File: src/acl_match_regs.svh
// Register offsets, field positions and constants of the access control entry matcher
`ifndef ACL_MATCH_REGS_SVH
`define ACL_MATCH_REGS_SVH

`define REG_CTRL 4'h0
`define REG_SPORT 4'h1
`define REG_DPORT 4'h2
`define REG_FLAGS 4'h3
`define REG_ETYPE 4'h4
`define REG_STATUS 4'h5
`define REG_COUNT 4'h6

// Control register fields
`define CTRL_SMODE_LO 0
`define CTRL_DMODE_LO 2
`define CTRL_ETYPE_BIT 4
`define CTRL_FTYPE_LO 5
`define CTRL_PROTO_LO 7

// Flag register: two bits per flag, FIN first
`define FLAG_FIELD_W 2

// Lowest accepted EtherType and codes refused for the specific criterion
`define ETYPE_MIN 16'h0600
`define ETYPE_IPV4 16'h0800
`define ETYPE_ARP 16'h0806
`define ETYPE_IPV6 16'h86DD

`define ZERO16 16'h0000
`define ZERO32 32'h0000_0000

`endif

File: src/acl_match_pkg.sv
// Types shared by the access control entry matcher
package acl_match_pkg;

	// Port criterion mode
	typedef enum logic [1:0] {
		port_any = 2'b00,
		port_exact = 2'b01,
		port_range = 2'b10
	} port_mode_type;

	// Three-state flag criterion
	typedef enum logic [1:0] {
		flag_any = 2'b00,
		flag_clear = 2'b01,
		flag_set = 2'b10
	} flag_mode_type;

	// Frame type selection of the entry
	typedef enum logic [1:0] {
		frame_any = 2'b00,
		frame_etype = 2'b01,
		frame_ip = 2'b10
	} frame_kind_type;

	// Layer-4 protocol selection of the entry
	typedef enum logic [1:0] {
		proto_any = 2'b00,
		proto_tcp = 2'b01,
		proto_udp = 2'b10
	} proto_kind_type;

	// Parsed header fields from the receive path
	typedef struct packed {
		logic valid;
		logic is_ip;
		logic is_tcp;
		logic is_udp;
		logic [5:0] tcp_flags;
		logic [15:0] src_port;
		logic [15:0] dst_port;
		logic [15:0] ether_type;
	} header_type;

	// Register bus request
	typedef struct packed {
		logic write;
		logic read;
		logic [3:0] addr;
		logic [31:0] wdata;
	} bus_req_type;

endpackage

File: src/port_criterion.sv
// One layer-4 port criterion: don't-care, exact value or inclusive range
`include "acl_match_regs.svh"

module port_criterion (
	input wire logic clk,
	input wire logic reset_n,
	input wire acl_match_pkg::port_mode_type mode,
	input wire logic [15:0] low,
	input wire logic [15:0] high,
	input wire logic [15:0] port,
	output logic hit
);
	import acl_match_pkg::*;

	////////////////////////////////////////////////////////////////////////////////
	// Registered compare keeps the adder-free path short at 250 MHz
	always_ff @(posedge clk or negedge reset_n) begin
		if (!reset_n) begin
			hit <= 1'b0;
		end else begin
			case (mode)
				port_any: hit <= 1'b1;
				port_exact: hit <= (port == low);
				port_range: hit <= (port >= low) && (port <= high);
				default: hit <= 1'b0;
			endcase
		end
	end

endmodule

File: src/acl_l4_ethertype_matcher.sv
// Access control entry matcher for layer-4 ports, TCP flags and EtherType
//
// Added by the designer: the strobed register port and the register addresses.
`include "acl_match_regs.svh"

module acl_l4_ethertype_matcher #(
	parameter int FLAG_COUNT = 6
) (
	input wire logic clk,
	input wire logic reset_n,
	input wire acl_match_pkg::bus_req_type bus_req,
	output logic [31:0] rdata,
	input wire acl_match_pkg::header_type header,
	output logic hit_valid,
	output logic hit,
	output logic etype_refused
);
	import acl_match_pkg::*;

	// Configuration registers
	port_mode_type src_mode;
	port_mode_type dst_mode;
	logic etype_specific;
	frame_kind_type frame_kind;
	proto_kind_type proto_kind;
	logic [15:0] src_low;
	logic [15:0] src_high;
	logic [15:0] dst_low;
	logic [15:0] dst_high;
	logic [2*FLAG_COUNT-1:0] flag_cfg;
	logic [15:0] etype_value;
	logic [31:0] hit_count;

	// First pipeline stage
	header_type stage;
	logic src_hit;
	logic dst_hit;
	logic [FLAG_COUNT-1:0] flag_ok;
	logic etype_ok;
	logic frame_ok;
	logic l4_applies;
	logic next_hit;

	////////////////////////////////////////////////////////////////////////////////
	// Decoding used by both the write path and the refusal flag
	function automatic logic etype_legal(input logic [15:0] value);
		etype_legal = (value >= `ETYPE_MIN) && (value != `ETYPE_IPV4) &&
			(value != `ETYPE_ARP) && (value != `ETYPE_IPV6);
	endfunction

	function automatic port_mode_type port_mode_of(input logic [1:0] code);
		case (code)
			2'b01: port_mode_of = port_exact;
			2'b10: port_mode_of = port_range;
			default: port_mode_of = port_any;
		endcase
	endfunction

	////////////////////////////////////////////////////////////////////////////////
	// Control register write; port modes outside the encoding fall back to don't-care
	always_ff @(posedge clk or negedge reset_n) begin
		if (!reset_n) begin
			src_mode <= port_any;
			dst_mode <= port_any;
			etype_specific <= 1'b0;
			frame_kind <= frame_any;
			proto_kind <= proto_any;
		end else if (bus_req.write && bus_req.addr == `REG_CTRL) begin
			src_mode <= port_mode_of(bus_req.wdata[`CTRL_SMODE_LO +: 2]);
			dst_mode <= port_mode_of(bus_req.wdata[`CTRL_DMODE_LO +: 2]);
			etype_specific <= bus_req.wdata[`CTRL_ETYPE_BIT];
			frame_kind <= frame_kind_type'(bus_req.wdata[`CTRL_FTYPE_LO +: 2]);
			proto_kind <= proto_kind_type'(bus_req.wdata[`CTRL_PROTO_LO +: 2]);
		end
	end

	////////////////////////////////////////////////////////////////////////////////
	// Port bounds: low half holds the exact value or lower bound
	always_ff @(posedge clk or negedge reset_n) begin
		if (!reset_n) begin
			src_low <= `ZERO16;
			src_high <= `ZERO16;
			dst_low <= `ZERO16;
			dst_high <= `ZERO16;
		end else if (bus_req.write) begin
			if (bus_req.addr == `REG_SPORT) begin
				src_low <= bus_req.wdata[15:0];
				src_high <= bus_req.wdata[31:16];
			end
			if (bus_req.addr == `REG_DPORT) begin
				dst_low <= bus_req.wdata[15:0];
				dst_high <= bus_req.wdata[31:16];
			end
		end
	end

	////////////////////////////////////////////////////////////////////////////////
	// Flag criteria, two bits each
	always_ff @(posedge clk or negedge reset_n) begin
		if (!reset_n) begin
			flag_cfg <= '0;
		end else if (bus_req.write && bus_req.addr == `REG_FLAGS) begin
			flag_cfg <= bus_req.wdata[2*FLAG_COUNT-1:0];
		end
	end

	////////////////////////////////////////////////////////////////////////////////
	// EtherType value: illegal codes are refused and the old value kept
	always_ff @(posedge clk or negedge reset_n) begin
		if (!reset_n) begin
			etype_value <= `ZERO16;
			etype_refused <= 1'b0;
		end else if (bus_req.write && bus_req.addr == `REG_ETYPE) begin
			if (etype_legal(bus_req.wdata[15:0])) begin
				etype_value <= bus_req.wdata[15:0];
				etype_refused <= 1'b0;
			end else begin
				etype_refused <= 1'b1;
			end
		end
	end

	////////////////////////////////////////////////////////////////////////////////
	// Port comparators
	// source port compare: don't-care, exact or range
	port_criterion src_cmp (
		.clk(clk),
		.reset_n(reset_n),
		.mode(src_mode),
		.low(src_low),
		.high(src_high),
		.port(header.src_port),
		.hit(src_hit)
	);

	port_criterion dst_cmp (
		.clk(clk),
		.reset_n(reset_n),
		.mode(dst_mode),
		.low(dst_low),
		.high(dst_high),
		.port(header.dst_port),
		.hit(dst_hit)
	);

	////////////////////////////////////////////////////////////////////////////////
	// Header stage aligned with the comparators
	always_ff @(posedge clk or negedge reset_n) begin
		if (!reset_n) begin
			stage <= '0;
		end else begin
			stage <= header;
		end
	end

	////////////////////////////////////////////////////////////////////////////////
	// Flag checks; flag order FIN, SYN, RST, PSH, ACK, URG from bit 0
	generate
		for (genvar i = 0; i < FLAG_COUNT; i++) begin : g_flag
			flag_mode_type fm;
			assign fm = flag_mode_type'(flag_cfg[`FLAG_FIELD_W*i +: `FLAG_FIELD_W]);
			// non-TCP frames fail a non-any flag
			always_comb begin
				case (fm)
					flag_clear: flag_ok[i] = stage.is_tcp && !stage.tcp_flags[i];
					flag_set: flag_ok[i] = stage.is_tcp && stage.tcp_flags[i];
					default: flag_ok[i] = 1'b1;
				endcase
			end
		end
	endgenerate

	////////////////////////////////////////////////////////////////////////////////
	// Frame type, protocol and EtherType checks
	always_comb begin
		// EtherType only for the EtherType kind
		case (frame_kind)
			frame_etype: frame_ok = !stage.is_ip;
			frame_ip: frame_ok = stage.is_ip;
			default: frame_ok = 1'b1;
		endcase
		etype_ok = (frame_kind != frame_etype) || !etype_specific ||
			(stage.ether_type == etype_value);
		// layer-4 criteria need TCP or UDP
		case (proto_kind)
			proto_tcp: l4_applies = stage.is_tcp;
			proto_udp: l4_applies = stage.is_udp;
			default: l4_applies = 1'b1;
		endcase
		if (proto_kind == proto_any || frame_kind == frame_etype) begin
			// Layer-4 fields are ignored when no protocol is selected or the frame kind is EtherType
			next_hit = frame_ok && etype_ok;
		end else begin
			next_hit = frame_ok && etype_ok && l4_applies && src_hit && dst_hit && (&flag_ok);
		end
	end

	////////////////////////////////////////////////////////////////////////////////
	// Result output, two cycles after the header
	always_ff @(posedge clk or negedge reset_n) begin
		if (!reset_n) begin
			hit_valid <= 1'b0;
			hit <= 1'b0;
		end else begin
			hit_valid <= stage.valid;
			hit <= stage.valid && next_hit;
		end
	end

	////////////////////////////////////////////////////////////////////////////////
	// Hit counter shows the entry's own activity to software
	always_ff @(posedge clk or negedge reset_n) begin
		if (!reset_n) begin
			hit_count <= `ZERO32;
		end else if (bus_req.write && bus_req.addr == `REG_COUNT) begin
			hit_count <= `ZERO32;
		end else if (hit_valid && hit) begin
			hit_count <= hit_count + 32'h0000_0001;
		end
	end

	////////////////////////////////////////////////////////////////////////////////
	// Read data one cycle after the strobe; unmapped reads return zero
	always_ff @(posedge clk or negedge reset_n) begin
		if (!reset_n) begin
			rdata <= `ZERO32;
		end else if (bus_req.read) begin
			case (bus_req.addr)
				`REG_CTRL: rdata <= {23'h0, proto_kind, frame_kind, etype_specific,
					dst_mode, src_mode};
				`REG_SPORT: rdata <= {src_high, src_low};
				`REG_DPORT: rdata <= {dst_high, dst_low};
				`REG_FLAGS: rdata <= {{(32-2*FLAG_COUNT){1'b0}}, flag_cfg};
				`REG_ETYPE: rdata <= {16'h0000, etype_value};
				`REG_STATUS: rdata <= {31'h0, etype_refused};
				`REG_COUNT: rdata <= hit_count;
				default: rdata <= `ZERO32;
			endcase
		end else begin
			rdata <= `ZERO32;
		end
	end

	////////////////////////////////////////////////////////////////////////////////
	// Checks on the matcher
	// inclusive range
	range_hit_a: assert property (@(posedge clk) disable iff (!reset_n)
		(src_mode == port_range && header.src_port >= src_low && header.src_port <= src_high
		&& $stable(src_mode)) |=> src_hit)
		else $error("source range miss inside bounds");
	exact_src_a: assert property (@(posedge clk) disable iff (!reset_n)
		(src_mode == port_exact && header.src_port != src_low && $stable(src_low)
		&& $stable(src_mode)) |=> !src_hit)
		else $error("source exact hit on wrong port");
	exact_dst_a: assert property (@(posedge clk) disable iff (!reset_n)
		(dst_mode == port_exact && header.dst_port == dst_low && $stable(dst_low)
		&& $stable(dst_mode)) |=> dst_hit)
		else $error("destination exact miss");
	any_src_a: assert property (@(posedge clk) disable iff (!reset_n)
		(src_mode == port_any && $stable(src_mode)) |=> src_hit)
		else $error("source don't-care missed");
	etype_refuse_a: assert property (@(posedge clk) disable iff (!reset_n)
		(bus_req.write && bus_req.addr == `REG_ETYPE && !etype_legal(bus_req.wdata[15:0]))
		|=> etype_refused && $stable(etype_value))
		else $error("illegal EtherType accepted");
	hit_valid_a: assert property (@(posedge clk) disable iff (!reset_n)
		hit |-> hit_valid)
		else $error("hit without valid");
	fin_clear_a: assert property (@(posedge clk) disable iff (!reset_n)
		(proto_kind == proto_tcp && frame_kind != frame_etype
		&& flag_cfg[1:0] == flag_clear && stage.valid && stage.tcp_flags[0]
		&& $stable(flag_cfg)) |=> !hit)
		else $error("FIN frame hit a FIN-clear entry");
	etype_miss_a: assert property (@(posedge clk) disable iff (!reset_n)
		(frame_kind == frame_etype && etype_specific && stage.ether_type != etype_value)
		|=> !hit)
		else $error("EtherType mismatch hit");
	// valid follows header by two cycles
	latency_a: assert property (@(posedge clk) disable iff (!reset_n)
		header.valid |-> ##2 hit_valid)
		else $error("result latency wrong");

	hit_seen_c: cover property (@(posedge clk) disable iff (!reset_n) hit);
	range_c: cover property (@(posedge clk) disable iff (!reset_n)
		hit && src_mode == port_range);
	refuse_c: cover property (@(posedge clk) disable iff (!reset_n) etype_refused);
	etype_c: cover property (@(posedge clk) disable iff (!reset_n)
		hit && frame_kind == frame_etype && etype_specific);

endmodule

File: config.mk
export PLATFORM = sky130hd
export DESIGN_NAME = acl_l4_ethertype_matcher
export DESIGN_NICKNAME = d
export VERILOG_FILES = /design/src/acl_match_pkg.sv /design/src/port_criterion.sv /design/src/acl_l4_ethertype_matcher.sv
export VERILOG_INCLUDE_DIRS = /design/src
export SDC_FILE = /design/constraint.sdc
export NUM_CORES = 1
export LEC_CHECK = 0
export BUFFER_PORTS_ARGS = -buffer_cell sky130_fd_sc_hd__buf_2
export CAP_MARGIN = 20
export CORE_ASPECT_RATIO = 1.4
export CORE_MARGIN = 5
export CORE_UTILIZATION = 50
export CTS_CLUSTER_DIAMETER = 200
export CTS_CLUSTER_SIZE = 30
export DETAILED_ROUTE_END_ITERATION = 10
export HOLD_SLACK_MARGIN = 0.02
export PLACE_DENSITY = 0.73
export SLEW_MARGIN = 10
export SYNTH_ARGS = -nofsm -noshare
export SYNTH_HDL_FRONTEND = slang
export SYNTH_HIERARCHICAL = 1
export SYNTH_SLANG_ARGS = --single-unit
File: constraint.sdc
create_clock -name clk -period 2 [get_ports clk]
set_input_delay 0 -clock clk [delete_from_list [all_inputs] [get_ports clk]]
set_output_delay 0 -clock clk [all_outputs]
set_load 0.02 [all_outputs]
==> reports/qor.csv <==
metric;value;unit
syn-num-nets;1151;
drt_iter0_drc;772;
yosys_register_bits;196;
synth-seq-area-share;0.470;
syn-cell-area;0.0104;mm^2
ios;133;
crit_type;flip-flop to flip-flop;
timing.rr.end;dst_cmp/hit;
wl_per_cell;20.9;um
die_y;181;um
startpoint_type;flip-flop;
max-slew-margin-rel;0.533;
ys_async_sr_fraction;1.00;
power_leakage;5.99;nW
fmax;0.526;GHz
post-route-util;0.624;
drive_above_1_share;0.253;
timing.setup.tns;0;ns
h-tree-depth;4;
holdWs;0.131;ns
p_per_area;893;mW/mm^2
track_usage;0.254;
ir_drop;0.000665;V
fp.dieW;132;um
final_common_cell;dfrtp_1;
ff2ff_setup_slack;0.1;ns
endpoint_kind;flip-flop;
reg2reg_from;dst_high[5];
portBuffers;132;
viasPerCell;6.02;
grt_antenna_before_repair;0;
grt_pass1_vias;8876;
yosys_warnings;6;
final_cell_mix;dfrtp_1 (196), buf_2 (131), mux2_2 (77), inv_1 (76), ha_1 (75);
cp_max_fo;3;
worst_pin_slew;0.698;ns
route.vias.total;8758;
reg2reg_depth;7;
core;0.0206;mm^2
synth-edff-count;0;
synth_area_per_cell;10.7;um^2
fin_crit;1.90;ns
cp.required;2.36;ns
wl;30.4;mm
clkTransAtPathRegs;0.08;ns
rows;62;
grt_first_pass_wirelength;48.2;mm
route.antenna.remaining_nets;0;
finalHoldViolCount;0;
synthCells;977;
grt_overflow;0;
gp_congestion;0.910;
drtPass1Iterations;6;
ys_types;60;
cts_buffer_depth;2;
cts_sinks;196;
die-area;0.0239;mm^2
startpoint;dst_high[5];
crit_end;dst_cmp/hit;
period_share;0.951;
initial_core_util;0.508;
cts_tree;done;
final_nets;1359;
min_path_type;input port to async pin;
area.growth.synth_to_final;23.0;%
cts_made_buffers;17;
drv_slew;0;
root_buffer;clkbuf_16;
grt_start_max_net_pins;77;
clk_latency;0.43;ns
dp.final_hpwl;22.0;mm
drv_cap;0;
crit_arrival;2.26;ns
synthFlopType;dfrtp_1;
fin_skew;0.00971;ns
antenna-diode-count;0;
status;finished clean;
setup_viol;0;
route.detailed.drc;0;
-- layer usage --
layer  GRT usage  part of all wire  up-vias
met5           0                 0        -
met2       0.436              0.50      413
met4       0.117             0.049        0
li1            -                 -     3969
met1       0.312              0.38     4292
met3      0.0401             0.063       84
-- cells by family after synthesis --
logic type               after synthesis  share of synthesized area
XOR/XNOR                              51                     0.0428
adder cells (fa/ha/maj)               76                     0.0911
flip-flops                           196                      0.470
buffers and inverters                123                     0.0465
multiplexers                          83                     0.0896
AND/OR/NAND/NOR                      277                      0.139
AO/OA/AOI/OAI                        171                      0.121
-- flip-flops by register name (all words and copies together), names as in the netlist, 2 cells and up --
| name | cells |
|---|---|
| flag_cfg | 12 |
| stage | 26 |
| rdata | 32 |
| dst_mode | 2 |
| src_low | 16 |
| src_mode | 2 |
| proto_kind | 2 |
| hit_count | 32 |
| src_high | 16 |
| etype_value | 16 |
| frame_kind | 2 |
| dst_high | 16 |
| dst_low | 16 |
-- per-stage QoR --
stage,instance area [um^2],worst slack (ns),total power [mW],cells
floorplan,10400,0.131,6.94,977
global placement,11600,0.142,7.95,1359
global route,12800,-0.0118,12.1,1454
detailed placement,11600,0.0730,8.08,1359
finish,12800,0.0984,11.5,1454
CTS,12800,0.0608,11.5,1452
-- area by class of cell --
type	count	area (um^2)
Clock inverter	12	98.8
Multi-Input combinational cell	658	5120
Tap cell	256	320
Timing Repair Buffer	236	1650
Inverter	76	285
Clock buffer	20	457
Sequential cell	196	4900
Fill cell	1632	7720
-- report_power, final --
group | switching, mW | total (mW) | internal, mW
Sequential | 0.709 | 5.36 | 4.65
Clock | 1.59 | 3.28 | 1.69
Combinational | 1.45 | 2.83 | 1.38
Total | 3.74 | 11.5 | 7.72
-- worst min path at each step --
stage | from | slack, ns | cells after the start | to
after floorplan | reset_n | -0.30 | 0 | dst_cmp/hit
after global placement | reset_n | 0.07 | 1 | stage[52]
after detailed placement | reset_n | 0.07 | 1 | stage[52]
after CTS | bus_req[36] | 0.14 | 4 | rdata[31]
after global routing | header[50] | 0.18 | 2 | stage[50]
final | reset_n | 0.13 | 2 | stage[52]
-- timing repair --
action	CTS	global route
hold buffers	61	0
buffers inserted	0	2
resized for setup	0	6
hold endpoints to repair	196	0
endpoints found under the setup margin	0	9
-- worst max-delay path, stage by stage, from the launching register on --
cell and delay (ns):
dfrtp_1 0.39, inv_1 0.06, ha_1 0.31, a21oi_1 0.15, o21ai_0 0.12, a221o_1 0.33, o31a_1 0.32, o221ai_2 0.15
-- Yosys cell counts, drive strengths merged (15+ instances only) --
cell	number	area, um^2
clkbuf	30	113
nand3	42	210
and2	15	93.8
nor2	54	203
mux2	83	935
xnor2	20	175
nand2	63	239
a222oi	20	200
a22oi	36	270
nand4	31	194
a21oi	40	208
ha	76	951
xor2	31	272
inv	76	285
dfrtp	196	4900
buf	17	87.6
Power figures use the tool's default switching activity.
